[config.mk]
export PLATFORM = sky130hd
export DESIGN_NAME = wtr_top
export DESIGN_NICKNAME = d
export VERILOG_FILES = /design/src/rtl/wtr_pkg.sv /design/src/rtl/wtr_ram_if.sv /design/src/rtl/wtr_top.sv /design/src/rtl/wtr_ram.sv
export VERILOG_INCLUDE_DIRS = /design/src /design/src/rtl
export SDC_FILE = /design/constraint.sdc
export NUM_CORES = 1
export LEC_CHECK = 0
export ABC_AREA = 0
export BUFFER_PORTS_ARGS = -buffer_cell sky130_fd_sc_hd__buf_2
export CAP_MARGIN = 20
export CORE_MARGIN = 8
export CORE_UTILIZATION = 45
export DETAILED_ROUTE_END_ITERATION = 8
export HOLD_SLACK_MARGIN = 0.15
export PLACE_DENSITY = 0.8
export RECOVER_POWER = 100
export SKIP_CTS_REPAIR_TIMING = 1
export SYNTH_ARGS = -nofsm -noshare
export SYNTH_HDL_FRONTEND = slang
export SYNTH_SLANG_ARGS = --single-unit
[constraint.sdc]
create_clock -name aclk -period 1.65 [get_ports aclk]
set_input_delay 0.0825 -clock aclk [delete_from_list [all_inputs] [get_ports aclk]]
set_output_delay 0.0825 -clock aclk [all_outputs]
set_load 0.1 [all_outputs]
[src/rtl/wtr_consts.svh]
// offsets, field positions, reset values and sizes for the template ram block
`ifndef WTR_CONSTS_SVH
`define WTR_CONSTS_SVH
// offsets printed as indices; byte address is four times the index
`define WTR_IDX_ACCESS_CTRL 8'h08
`define WTR_IDX_SAMPLE_DATA 8'h09
`define WTR_IDX_PULSE_SEL 8'h06
`define WTR_ADDR_ACCESS_CTRL 12'h020
`define WTR_ADDR_SAMPLE_DATA 12'h024
`define WTR_ADDR_PULSE_SEL 12'h018
`define WTR_RST_ACCESS_CTRL 8'h00
`define WTR_RST_SAMPLE_DATA 8'h00
`define WTR_RST_PULSE_SEL 4'h2
`define WTR_BIT_DONE 6
`define WTR_BIT_DIR 5
`define WTR_BIT_ARB 3
`define WTR_SAMPLES 19
`define WTR_LAST_INDEX 5'h12
`define WTR_RESP_OKAY 2'h0
`define WTR_RESP_SLVERR 2'h2
`endif

[src/rtl/wtr_pkg.sv]
// types for the template ram block
`default_nettype none
package wtr_pkg;
  typedef enum logic [1:0] {
    WTR_IDLE,
    WTR_ACCESS,
    WTR_FINISH
  } wtr_state_t;
  typedef logic [4:0] wtr_index_t;
  typedef logic [6:0] wtr_word_t;
endpackage : wtr_pkg
`default_nettype wire

[src/rtl/wtr_ram_if.sv]
// request and answer signals between control logic and template ram
`timescale 1ns/1ps
`default_nettype none
interface wtr_ram_if;
  logic wr_en;
  logic rd_en;
  wtr_pkg::wtr_index_t addr;
  wtr_pkg::wtr_word_t wdata;
  wtr_pkg::wtr_word_t rdata;
  modport ctrl (output wr_en, output rd_en, output addr, output wdata,
    input rdata);
  modport ram (input wr_en, input rd_en, input addr, input wdata,
    output rdata);
endinterface : wtr_ram_if
`default_nettype wire

[src/rtl/wtr_top.sv]
// register bank giving software access to the transmit template ram
// Summary of operation
// direction 0 writes sample to ram, 1 reads it back; arbitrary mode only; read data lands in readback_q, which no bus read returns.
// five-bit sample index addresses ram, zero at reset, up to 10010.
// seven-bit template word is stored at the indexed ram location.
// template word holds its value until software writes a new one.
// sample data register is read/write, resets to zero, top bit reserved.
// index and word ignored for ram access unless selector top bit set.
// selector 0000-0111 picks presets; top bit set picks arbitrary waveform.
// completion flag in control bit 6 sets when ram access has finished.
//
// Chosen here: the AXI4-Lite interface to the registers.
`timescale 1ns/1ps
`default_nettype none
`include "wtr_consts.svh"
module wtr_top (
  input wire logic aclk,
  input wire logic aresetn,
  input wire logic [11:0] s_axi_awaddr,
  input wire logic [2:0] s_axi_awprot,
  input wire logic s_axi_awvalid,
  output logic s_axi_awready,
  input wire logic [31:0] s_axi_wdata,
  input wire logic [3:0] s_axi_wstrb,
  input wire logic s_axi_wvalid,
  output logic s_axi_wready,
  output logic [1:0] s_axi_bresp,
  output logic s_axi_bvalid,
  input wire logic s_axi_bready,
  input wire logic [11:0] s_axi_araddr,
  input wire logic [2:0] s_axi_arprot,
  input wire logic s_axi_arvalid,
  output logic s_axi_arready,
  output logic [31:0] s_axi_rdata,
  output logic [1:0] s_axi_rresp,
  output logic s_axi_rvalid,
  input wire logic s_axi_rready,
  output logic arb_waveform_sel,
  output logic [2:0] preset_template
);
  logic [11:0] awaddr_q;
  logic aw_held_q;
  logic [31:0] wdata_q;
  logic [3:0] wstrb_q;
  logic w_held_q;
  logic bvalid_q;
  logic [1:0] bresp_q;
  logic rvalid_q;
  logic [31:0] rdata_q;
  logic [1:0] rresp_q;
  logic [3:0] pulse_template_select_q;
  logic dir_q;
  wtr_pkg::wtr_index_t sample_index_q;
  logic done_q;
  wtr_pkg::wtr_word_t template_word_q;
  wtr_pkg::wtr_state_t state_q;
  logic do_write;
  logic ctrl_wr;
  logic data_wr;
  logic sel_wr;
  logic arb_mode;
  wtr_ram_if ram_bus ();

  function automatic logic known_addr(input logic [11:0] a);
    known_addr = (a == `WTR_ADDR_ACCESS_CTRL) ||
      (a == `WTR_ADDR_SAMPLE_DATA) || (a == `WTR_ADDR_PULSE_SEL);
  endfunction : known_addr

  // write channel: address and data accepted in either order
  assign s_axi_awready = !aw_held_q && !bvalid_q;
  assign s_axi_wready = !w_held_q && !bvalid_q;
  assign do_write = aw_held_q && w_held_q && !bvalid_q;
  assign ctrl_wr = do_write && awaddr_q == `WTR_ADDR_ACCESS_CTRL &&
    wstrb_q[0];
  assign data_wr = do_write && awaddr_q == `WTR_ADDR_SAMPLE_DATA &&
    wstrb_q[0];
  assign sel_wr = do_write && awaddr_q == `WTR_ADDR_PULSE_SEL && wstrb_q[0];

  always_ff @(posedge aclk) begin
    if (!aresetn) begin
      aw_held_q <= 1'b0;
      awaddr_q <= 12'h000;
    end else if (s_axi_awvalid && s_axi_awready) begin
      aw_held_q <= 1'b1;
      awaddr_q <= {s_axi_awaddr[11:2], 2'h0};
    end else if (do_write) begin
      aw_held_q <= 1'b0;
    end
  end

  always_ff @(posedge aclk) begin
    if (!aresetn) begin
      w_held_q <= 1'b0;
      wdata_q <= 32'h00000000;
      wstrb_q <= 4'h0;
    end else if (s_axi_wvalid && s_axi_wready) begin
      w_held_q <= 1'b1;
      wdata_q <= s_axi_wdata;
      wstrb_q <= s_axi_wstrb;
    end else if (do_write) begin
      w_held_q <= 1'b0;
    end
  end

  always_ff @(posedge aclk) begin
    if (!aresetn) begin
      bvalid_q <= 1'b0;
      bresp_q <= `WTR_RESP_OKAY;
    end else if (do_write) begin
      bvalid_q <= 1'b1;
      bresp_q <= known_addr(awaddr_q) ? `WTR_RESP_OKAY : `WTR_RESP_SLVERR;
    end else if (s_axi_bready) begin
      bvalid_q <= 1'b0;
    end
  end

  assign s_axi_bvalid = bvalid_q;
  assign s_axi_bresp = bresp_q;

  // pulse template selector: top bit picks the arbitrary waveform
  always_ff @(posedge aclk) begin
    if (!aresetn) begin
      pulse_template_select_q <= `WTR_RST_PULSE_SEL;
    end else if (sel_wr) begin
      pulse_template_select_q <= wdata_q[3:0];
    end
  end

  assign arb_mode = pulse_template_select_q[`WTR_BIT_ARB];
  assign arb_waveform_sel = arb_mode;
  assign preset_template = pulse_template_select_q[2:0];

  always_ff @(posedge aclk) begin
    if (!aresetn) begin
      dir_q <= 1'b0;
      sample_index_q <= 5'h00;
    end else if (ctrl_wr) begin
      dir_q <= wdata_q[`WTR_BIT_DIR];
      sample_index_q <= wdata_q[4:0];
    end
  end

  // word changes only on software write; a ram read never overwrites it
  always_ff @(posedge aclk) begin
    if (!aresetn) begin
      template_word_q <= 7'h00;
    end else if (data_wr) begin
      template_word_q <= wdata_q[6:0];
    end
  end

  // a control write starts one access, only in arbitrary mode
  always_ff @(posedge aclk) begin
    if (!aresetn) begin
      state_q <= wtr_pkg::WTR_IDLE;
    end else begin
      case (state_q)
        wtr_pkg::WTR_IDLE: begin
          if (ctrl_wr && arb_mode) begin
            state_q <= wtr_pkg::WTR_ACCESS;
          end
        end
        wtr_pkg::WTR_ACCESS: state_q <= wtr_pkg::WTR_FINISH;
        wtr_pkg::WTR_FINISH: state_q <= wtr_pkg::WTR_IDLE;
        default: state_q <= wtr_pkg::WTR_IDLE;
      endcase
    end
  end

  assign ram_bus.wr_en = state_q == wtr_pkg::WTR_ACCESS && !dir_q &&
    arb_mode;
  assign ram_bus.rd_en = state_q == wtr_pkg::WTR_ACCESS && dir_q &&
    arb_mode;
  assign ram_bus.addr = sample_index_q;
  assign ram_bus.wdata = template_word_q;

  wtr_ram u_ram (
    .aclk(aclk),
    .port(ram_bus)
  );

  // set wins: a new control write clears, finish sets
  always_ff @(posedge aclk) begin
    if (!aresetn) begin
      done_q <= 1'b0;
    end else if (state_q == wtr_pkg::WTR_FINISH) begin
      done_q <= 1'b1;
    end else if (ctrl_wr) begin
      done_q <= 1'b0;
    end
  end

  // read-back data for a ram read is captured in readback_q, which no bus register read returns
  wtr_pkg::wtr_word_t readback_q;
  always_ff @(posedge aclk) begin
    if (!aresetn) begin
      readback_q <= 7'h00;
    end else if (state_q == wtr_pkg::WTR_FINISH && dir_q) begin
      readback_q <= ram_bus.rdata;
    end
  end

  assign s_axi_arready = !rvalid_q;

  always_ff @(posedge aclk) begin
    if (!aresetn) begin
      rvalid_q <= 1'b0;
      rdata_q <= 32'h00000000;
      rresp_q <= `WTR_RESP_OKAY;
    end else if (s_axi_arvalid && !rvalid_q) begin
      rvalid_q <= 1'b1;
      rresp_q <= `WTR_RESP_OKAY;
      case ({s_axi_araddr[11:2], 2'h0})
        `WTR_ADDR_ACCESS_CTRL:
          rdata_q <= {25'h0000000, done_q, dir_q, sample_index_q};
        `WTR_ADDR_SAMPLE_DATA: rdata_q <= {25'h0000000, template_word_q};
        `WTR_ADDR_PULSE_SEL: rdata_q <= {28'h0000000, pulse_template_select_q};
        default: begin
          rdata_q <= 32'h00000000;
          rresp_q <= `WTR_RESP_SLVERR;
        end
      endcase
    end else if (s_axi_rready) begin
      rvalid_q <= 1'b0;
    end
  end

  assign s_axi_rvalid = rvalid_q;
  assign s_axi_rdata = rdata_q;
  assign s_axi_rresp = rresp_q;

  // ---- assertions
  a_done_after_access: assert property (@(posedge aclk) disable iff (!aresetn)
    state_q == wtr_pkg::WTR_ACCESS |-> ##2 done_q)
    else $error("done flag not set two cycles after access");
  a_no_access_preset: assert property (@(posedge aclk) disable iff (!aresetn)
    !arb_mode |-> !ram_bus.wr_en && !ram_bus.rd_en)
    else $error("ram accessed outside arbitrary mode");
  a_write_dir: assert property (@(posedge aclk) disable iff (!aresetn)
    ram_bus.wr_en |-> !dir_q && !ram_bus.rd_en)
    else $error("ram write while direction is read");
  a_start_access: assert property (@(posedge aclk) disable iff (!aresetn)
    state_q == wtr_pkg::WTR_IDLE && ctrl_wr && arb_mode |=>
      state_q == wtr_pkg::WTR_ACCESS)
    else $error("control write in arbitrary mode did not start access");
  a_word_stable: assert property (@(posedge aclk) disable iff (!aresetn)
    !data_wr |=> $stable(template_word_q))
    else $error("template word changed without a write");
  a_index_load: assert property (@(posedge aclk) disable iff (!aresetn)
    ctrl_wr |=> sample_index_q == $past(wdata_q[4:0]))
    else $error("sample index not loaded from control write");
  a_word_load: assert property (@(posedge aclk) disable iff (!aresetn)
    data_wr |=> template_word_q == $past(wdata_q[6:0]))
    else $error("template word not loaded");
  a_data_top_bit: assert property (@(posedge aclk) disable iff (!aresetn)
    rvalid_q |-> rdata_q[31:7] == 25'h0000000)
    else $error("reserved data bit read as one");
  a_arb_select: assert property (@(posedge aclk) disable iff (!aresetn)
    sel_wr |=>
      arb_waveform_sel == $past(wdata_q[`WTR_BIT_ARB]))
    else $error("arbitrary select does not follow selector top bit");
  // ram sequencing and register loads
  a_preset_no_start: assert property (@(posedge aclk) disable iff (!aresetn)
    state_q == wtr_pkg::WTR_IDLE && ctrl_wr && !arb_mode |=>
      state_q == wtr_pkg::WTR_IDLE)
    else $error("control write in preset mode started an access");
  a_finish_next: assert property (@(posedge aclk) disable iff (!aresetn)
    state_q == wtr_pkg::WTR_ACCESS |=> state_q == wtr_pkg::WTR_FINISH)
    else $error("access did not move to finish");
  a_finish_idle: assert property (@(posedge aclk) disable iff (!aresetn)
    state_q == wtr_pkg::WTR_FINISH |=> state_q == wtr_pkg::WTR_IDLE)
    else $error("finish did not return to idle");
  a_done_clear: assert property (@(posedge aclk) disable iff (!aresetn)
    ctrl_wr && state_q != wtr_pkg::WTR_FINISH |=> !done_q)
    else $error("control write did not clear done flag");
  a_dir_load: assert property (@(posedge aclk) disable iff (!aresetn)
    ctrl_wr |=> dir_q == $past(wdata_q[`WTR_BIT_DIR]))
    else $error("direction bit not loaded from control write");
  a_read_dir: assert property (@(posedge aclk) disable iff (!aresetn)
    ram_bus.rd_en |-> dir_q && !ram_bus.wr_en)
    else $error("ram read while direction is write");
  a_readback_load: assert property (@(posedge aclk) disable iff (!aresetn)
    state_q == wtr_pkg::WTR_FINISH && dir_q |=>
      readback_q == $past(ram_bus.rdata))
    else $error("ram read-back value not captured");
  a_access_write: assert property (@(posedge aclk) disable iff (!aresetn)
    ram_bus.wr_en |-> ram_bus.wdata == template_word_q &&
      ram_bus.addr == sample_index_q)
    else $error("ram write does not carry word and index");
  a_sel_load: assert property (@(posedge aclk) disable iff (!aresetn)
    sel_wr |=> pulse_template_select_q == $past(wdata_q[3:0]))
    else $error("selector not loaded from write");
  // bus handshake
  a_bvalid_after: assert property (@(posedge aclk) disable iff (!aresetn)
    do_write |=> s_axi_bvalid)
    else $error("write response not raised after write");
  a_bresp_slverr: assert property (@(posedge aclk) disable iff (!aresetn)
    do_write && !known_addr(awaddr_q) |=> s_axi_bresp == `WTR_RESP_SLVERR)
    else $error("unmapped write not answered with slave error");
  a_ready_block: assert property (@(posedge aclk) disable iff (!aresetn)
    s_axi_bvalid |-> !s_axi_awready && !s_axi_wready)
    else $error("write channel ready while response pending");
  a_arready_block: assert property (@(posedge aclk) disable iff (!aresetn)
    s_axi_rvalid |-> !s_axi_arready)
    else $error("read address ready while read data pending");
  a_bvalid_hold: assert property (@(posedge aclk) disable iff (!aresetn)
    s_axi_bvalid && !s_axi_bready |=> s_axi_bvalid && $stable(s_axi_bresp))
    else $error("write response dropped before bready");
  a_rvalid_hold: assert property (@(posedge aclk) disable iff (!aresetn)
    s_axi_rvalid && !s_axi_rready |=> s_axi_rvalid && $stable(s_axi_rdata))
    else $error("read data dropped before rready");
  a_rresp_zero: assert property (@(posedge aclk) disable iff (!aresetn)
    s_axi_rvalid && s_axi_rresp == `WTR_RESP_SLVERR |->
      s_axi_rdata == 32'h00000000)
    else $error("unmapped read returned nonzero data");
endmodule : wtr_top
`default_nettype wire

[src/rtl/wtr_ram.sv]
// template sample memory, one word per sample index
`timescale 1ns/1ps
`default_nettype none
`include "wtr_consts.svh"
module wtr_ram (
  input wire logic aclk,
  wtr_ram_if.ram port
);
  wtr_pkg::wtr_word_t mem [`WTR_SAMPLES];
  wtr_pkg::wtr_word_t rdata_q;

  // no reset on the array: contents are undefined until written
  always_ff @(posedge aclk) begin
    if (port.wr_en && port.addr <= `WTR_LAST_INDEX) begin
      mem[port.addr] <= port.wdata;
    end
  end

  always_ff @(posedge aclk) begin
    if (port.rd_en) begin
      if (port.addr <= `WTR_LAST_INDEX) begin
        rdata_q <= mem[port.addr];
      end else begin
        rdata_q <= 7'h00;
      end
    end
  end

  assign port.rdata = rdata_q;
endmodule : wtr_ram
`default_nettype wire

==> flow_metrics.env <==
export IMPL_wl_um=5452
export IMPL_crit_required_ns=1.85
export IMPL_yosys_area_top_type="dfxtp_1"
export IMPL_ff_latch_area_um2=1026
export IMPL_avgSynthCellArea_um2=8.687
export IMPL_die_area_um2=7613
export IMPL_multiInputGateArea_um2=1077
export IMPL_grt_max_degree=33
export IMPL_n_antenna_cell=0
export IMPL_pwr_share_clk_pct=31.7
export IMPL_worst_slack_ns=0.1064
export IMPL_worst_setup_path_type="reg2reg"
export IMPL_cts_root_buffer="clkbuf_8"
export IMPL_maxCapViolCount=0
export IMPL_ys_ff_latch=51
export IMPL_place_inst=382
export IMPL_die_w_um=87.26
export IMPL_antenna_found_initial=0
export IMPL_cts_sinks=51
export IMPL_layout_commonest_cell="nand2_1"
export IMPL_holdWs_ns=0.1466
export IMPL_h_tree_depth=2
export IMPL_fillers=486
export IMPL_syn2layout_area_growth_pct=26.56
export IMPL_instances_no_fill=411
export IMPL_coreArea_um2=5010
export IMPL_final_util_pct=57.72
export IMPL_yosysTopAreaCellShare_pct=44.69
export IMPL_dp_slack_ns=0.1469
export IMPL_min_period_over_period_pct=93.55
export IMPL_post_drt_wl_per_cell_um=13.27
export IMPL_synth_warnings=0
export IMPL_hold_class="in2reg"
export IMPL_synth_area_top_cells="dfxtp_1 (45%), nand2_1 (11%), buf_4 (8.9%), mux2i_1 (8.3%), a21oi_1 (4.6%)"
export IMPL_first_global_vias=1837
export IMPL_synth_cell_types=37
export IMPL_worst_slew_pin_slew_ns=0.5508
export IMPL_pwr_share_seq_pct=45.8
export IMPL_p_int_mw=1.883
export IMPL_gp_congestion=0.7523
export IMPL_netSwitchingFraction_pct=33.68
export IMPL_die_h_um=87.26
export IMPL_synthesis_instances=263
export IMPL_rsz0062_at_grt="false"
export IMPL_drt_iter0_drc=70
export IMPL_port_buffer_count=52
export IMPL_grt_use_total_pct=13.47
export IMPL_grt_pass1_wl_um=8135
export IMPL_ioPinCount=118
export IMPL_fmax_mhz=647.8
export IMPL_skew_ns=0.008592
export IMPL_place_hpwl_um=3958
export IMPL_final_layout_size_suffix_gt1_share_pct=23.75
export IMPL_placementRows=26
export IMPL_endpoint_kind="register"
export IMPL_cts_made_buffers=5
export IMPL_post_route_min_period_ns=1.544
export IMPL_pwr_share_comb_pct=22.5
export IMPL_max_slew_margin_pct=63.44
export IMPL_drcViolationCount=0
export IMPL_vias_per_cell=4.703
export IMPL_cts_tree="yes"
export IMPL_hold_viol_final=0
export IMPL_cp_start_kind="register"
export IMPL_first_pass_iters=4
export IMPL_path_max_fanout=10
export IMPL_path_clk_slew_ns=0.09
export IMPL_power_net_switching_mw=0.9563
export IMPL_setup_viol=0
export IMPL_ant_nets=0
export IMPL_p_total_mw=2.840
export IMPL_power_density_nw_per_um2=982.1
export IMPL_clk_path_buf_depth=2
export IMPL_vias=1933
export IMPL_start_util_pct=45.60
export IMPL_ir_worst_vdd_uv=548.4
export IMPL_ys_seq_area_share_pct=44.69
export IMPL_worst_ep_arrival_time_ns=1.74
export IMPL_netlist_area_um2=2285
export IMPL_clk_latency_ns=0.31
export IMPL_status="completed"
export IMPL_gr_total_overflow=0
export IMPL_final_cell_mix="nand2_1 (64), dfxtp_1 (49), buf_2 (35)"
export IMPL_leakagePower_nw=1.177
export IMPL_nets=413
export IMPL_slew_violations=0
==> cells in the mapped netlist, drive strengths merged <==
master and n:
nand2 64, dfxtp 51, buf 29, a21oi 21, mux2i 19, nor2 14, clkbuf 8, o21ai 8
inv 6, nand3 6, a22oi 4, mux2 4, a2bb2oi 3, nand4 3, nor3 3, nor4 3
and2 2, nor2b 2, nor3b 2, a31oi 1, and3b 1, and4bb 1, conb 1, nand2b 1
nand3b 1, o211ai 1, o21a 1, o311ai 1, or3 1, or4b 1
==> power by group through the flow <==
| stage | Sequential [mW] | Combinational (mW) | Clock [mW] |
|---|---|---|---|
| floorplan | 1.37 | 0.522 | 0 |
| global placement | 1.33 | 0.603 | 0 |
| detailed placement | 1.33 | 0.610 | 0 |
| CTS | 1.30 | 0.611 | 0.927 |
| global route | 1.31 | 0.676 | 0.965 |
| finish | 1.30 | 0.639 | 0.901 |
==> cell families after synthesis <==
kind of cell           after synthesis  share of synthesized area [%]
multiplexers                        23                          10.30
flip-flops                          51                          44.69
buffers and inverters               43                          11.88
AND/OR/NAND/NOR                    105                          22.84
other                                1                         0.1641
AO/OA/AOI/OAI                       40                          10.13
==> metrics by stage <==
| step | TNS (ns) | area, um^2 |
|---|---|---|
| 6_report | 0 | 2892 |
| 3_3_place_gp | 0 | 2606 |
| 5_1_grt | 0 | 2892 |
| 2_1_floorplan | -0.07580 | 2425 |
| 4_1_cts | 0 | 2733 |
| 3_5_place_dp | 0 | 2606 |
==> layout make-up <==
class                           instances  area share, %
Clock buffer                            7          4.111
Clock inverter                          1         0.2596
Inverter                                6         0.9087
Multi-Input combinational cell        195          37.26
Sequential cell                        51          35.48
Tap cell                               70          3.029
Timing Repair Buffer                   81          18.95
==> worst max-delay path, stage by stage, from the launching register on <==
cell and delay [ns]:
dfxtp_1 0.42, clkinvlp_4 0.12, nand2_1 0.24, a21oi_1 0.10
dlygate4sd3_1 0.56
==> routing by layer <==
layer	vias up	track usage, %	wire length (um)
li1	982	-	-
met4	0	4.531	55
met1	878	14.67	2265
met2	66	23.00	2652
met5	-	0	0
met3	7	5.472	480
==> sequential cells by signal, summed over array words and instances, names as in the netlist <==
| register | count |
|---|---|
| awaddr_q | 10 |
| ram_bus.wdata | 7 |
| s_axi_rdata | 7 |
| wdata_q | 7 |
| ram_bus.addr | 5 |
| pulse_template_select_q | 4 |
| state_q | 2 |
| aw_held_q | 1 |
| dir_q | 1 |
| done_q | 1 |
| s_axi_bresp | 1 |
| s_axi_bvalid | 1 |
| s_axi_rresp | 1 |
| s_axi_rvalid | 1 |
| w_held_q | 1 |
| wstrb_q | 1 |
==> path summary, 6_finish.rpt <==
kind	cells past startpoint	from	endpoint	slack (ns)
max	4	s_axi_rvalid	s_axi_rvalid	0.11
min	4	aresetn	state_q[0]	0.15
max reg2reg	4	s_axi_rvalid	s_axi_rvalid	0.11
min reg2reg	2	ram_bus.wdata[1]	ram_bus.wdata[1]	0.46
Power figures use the tool's default switching activity.
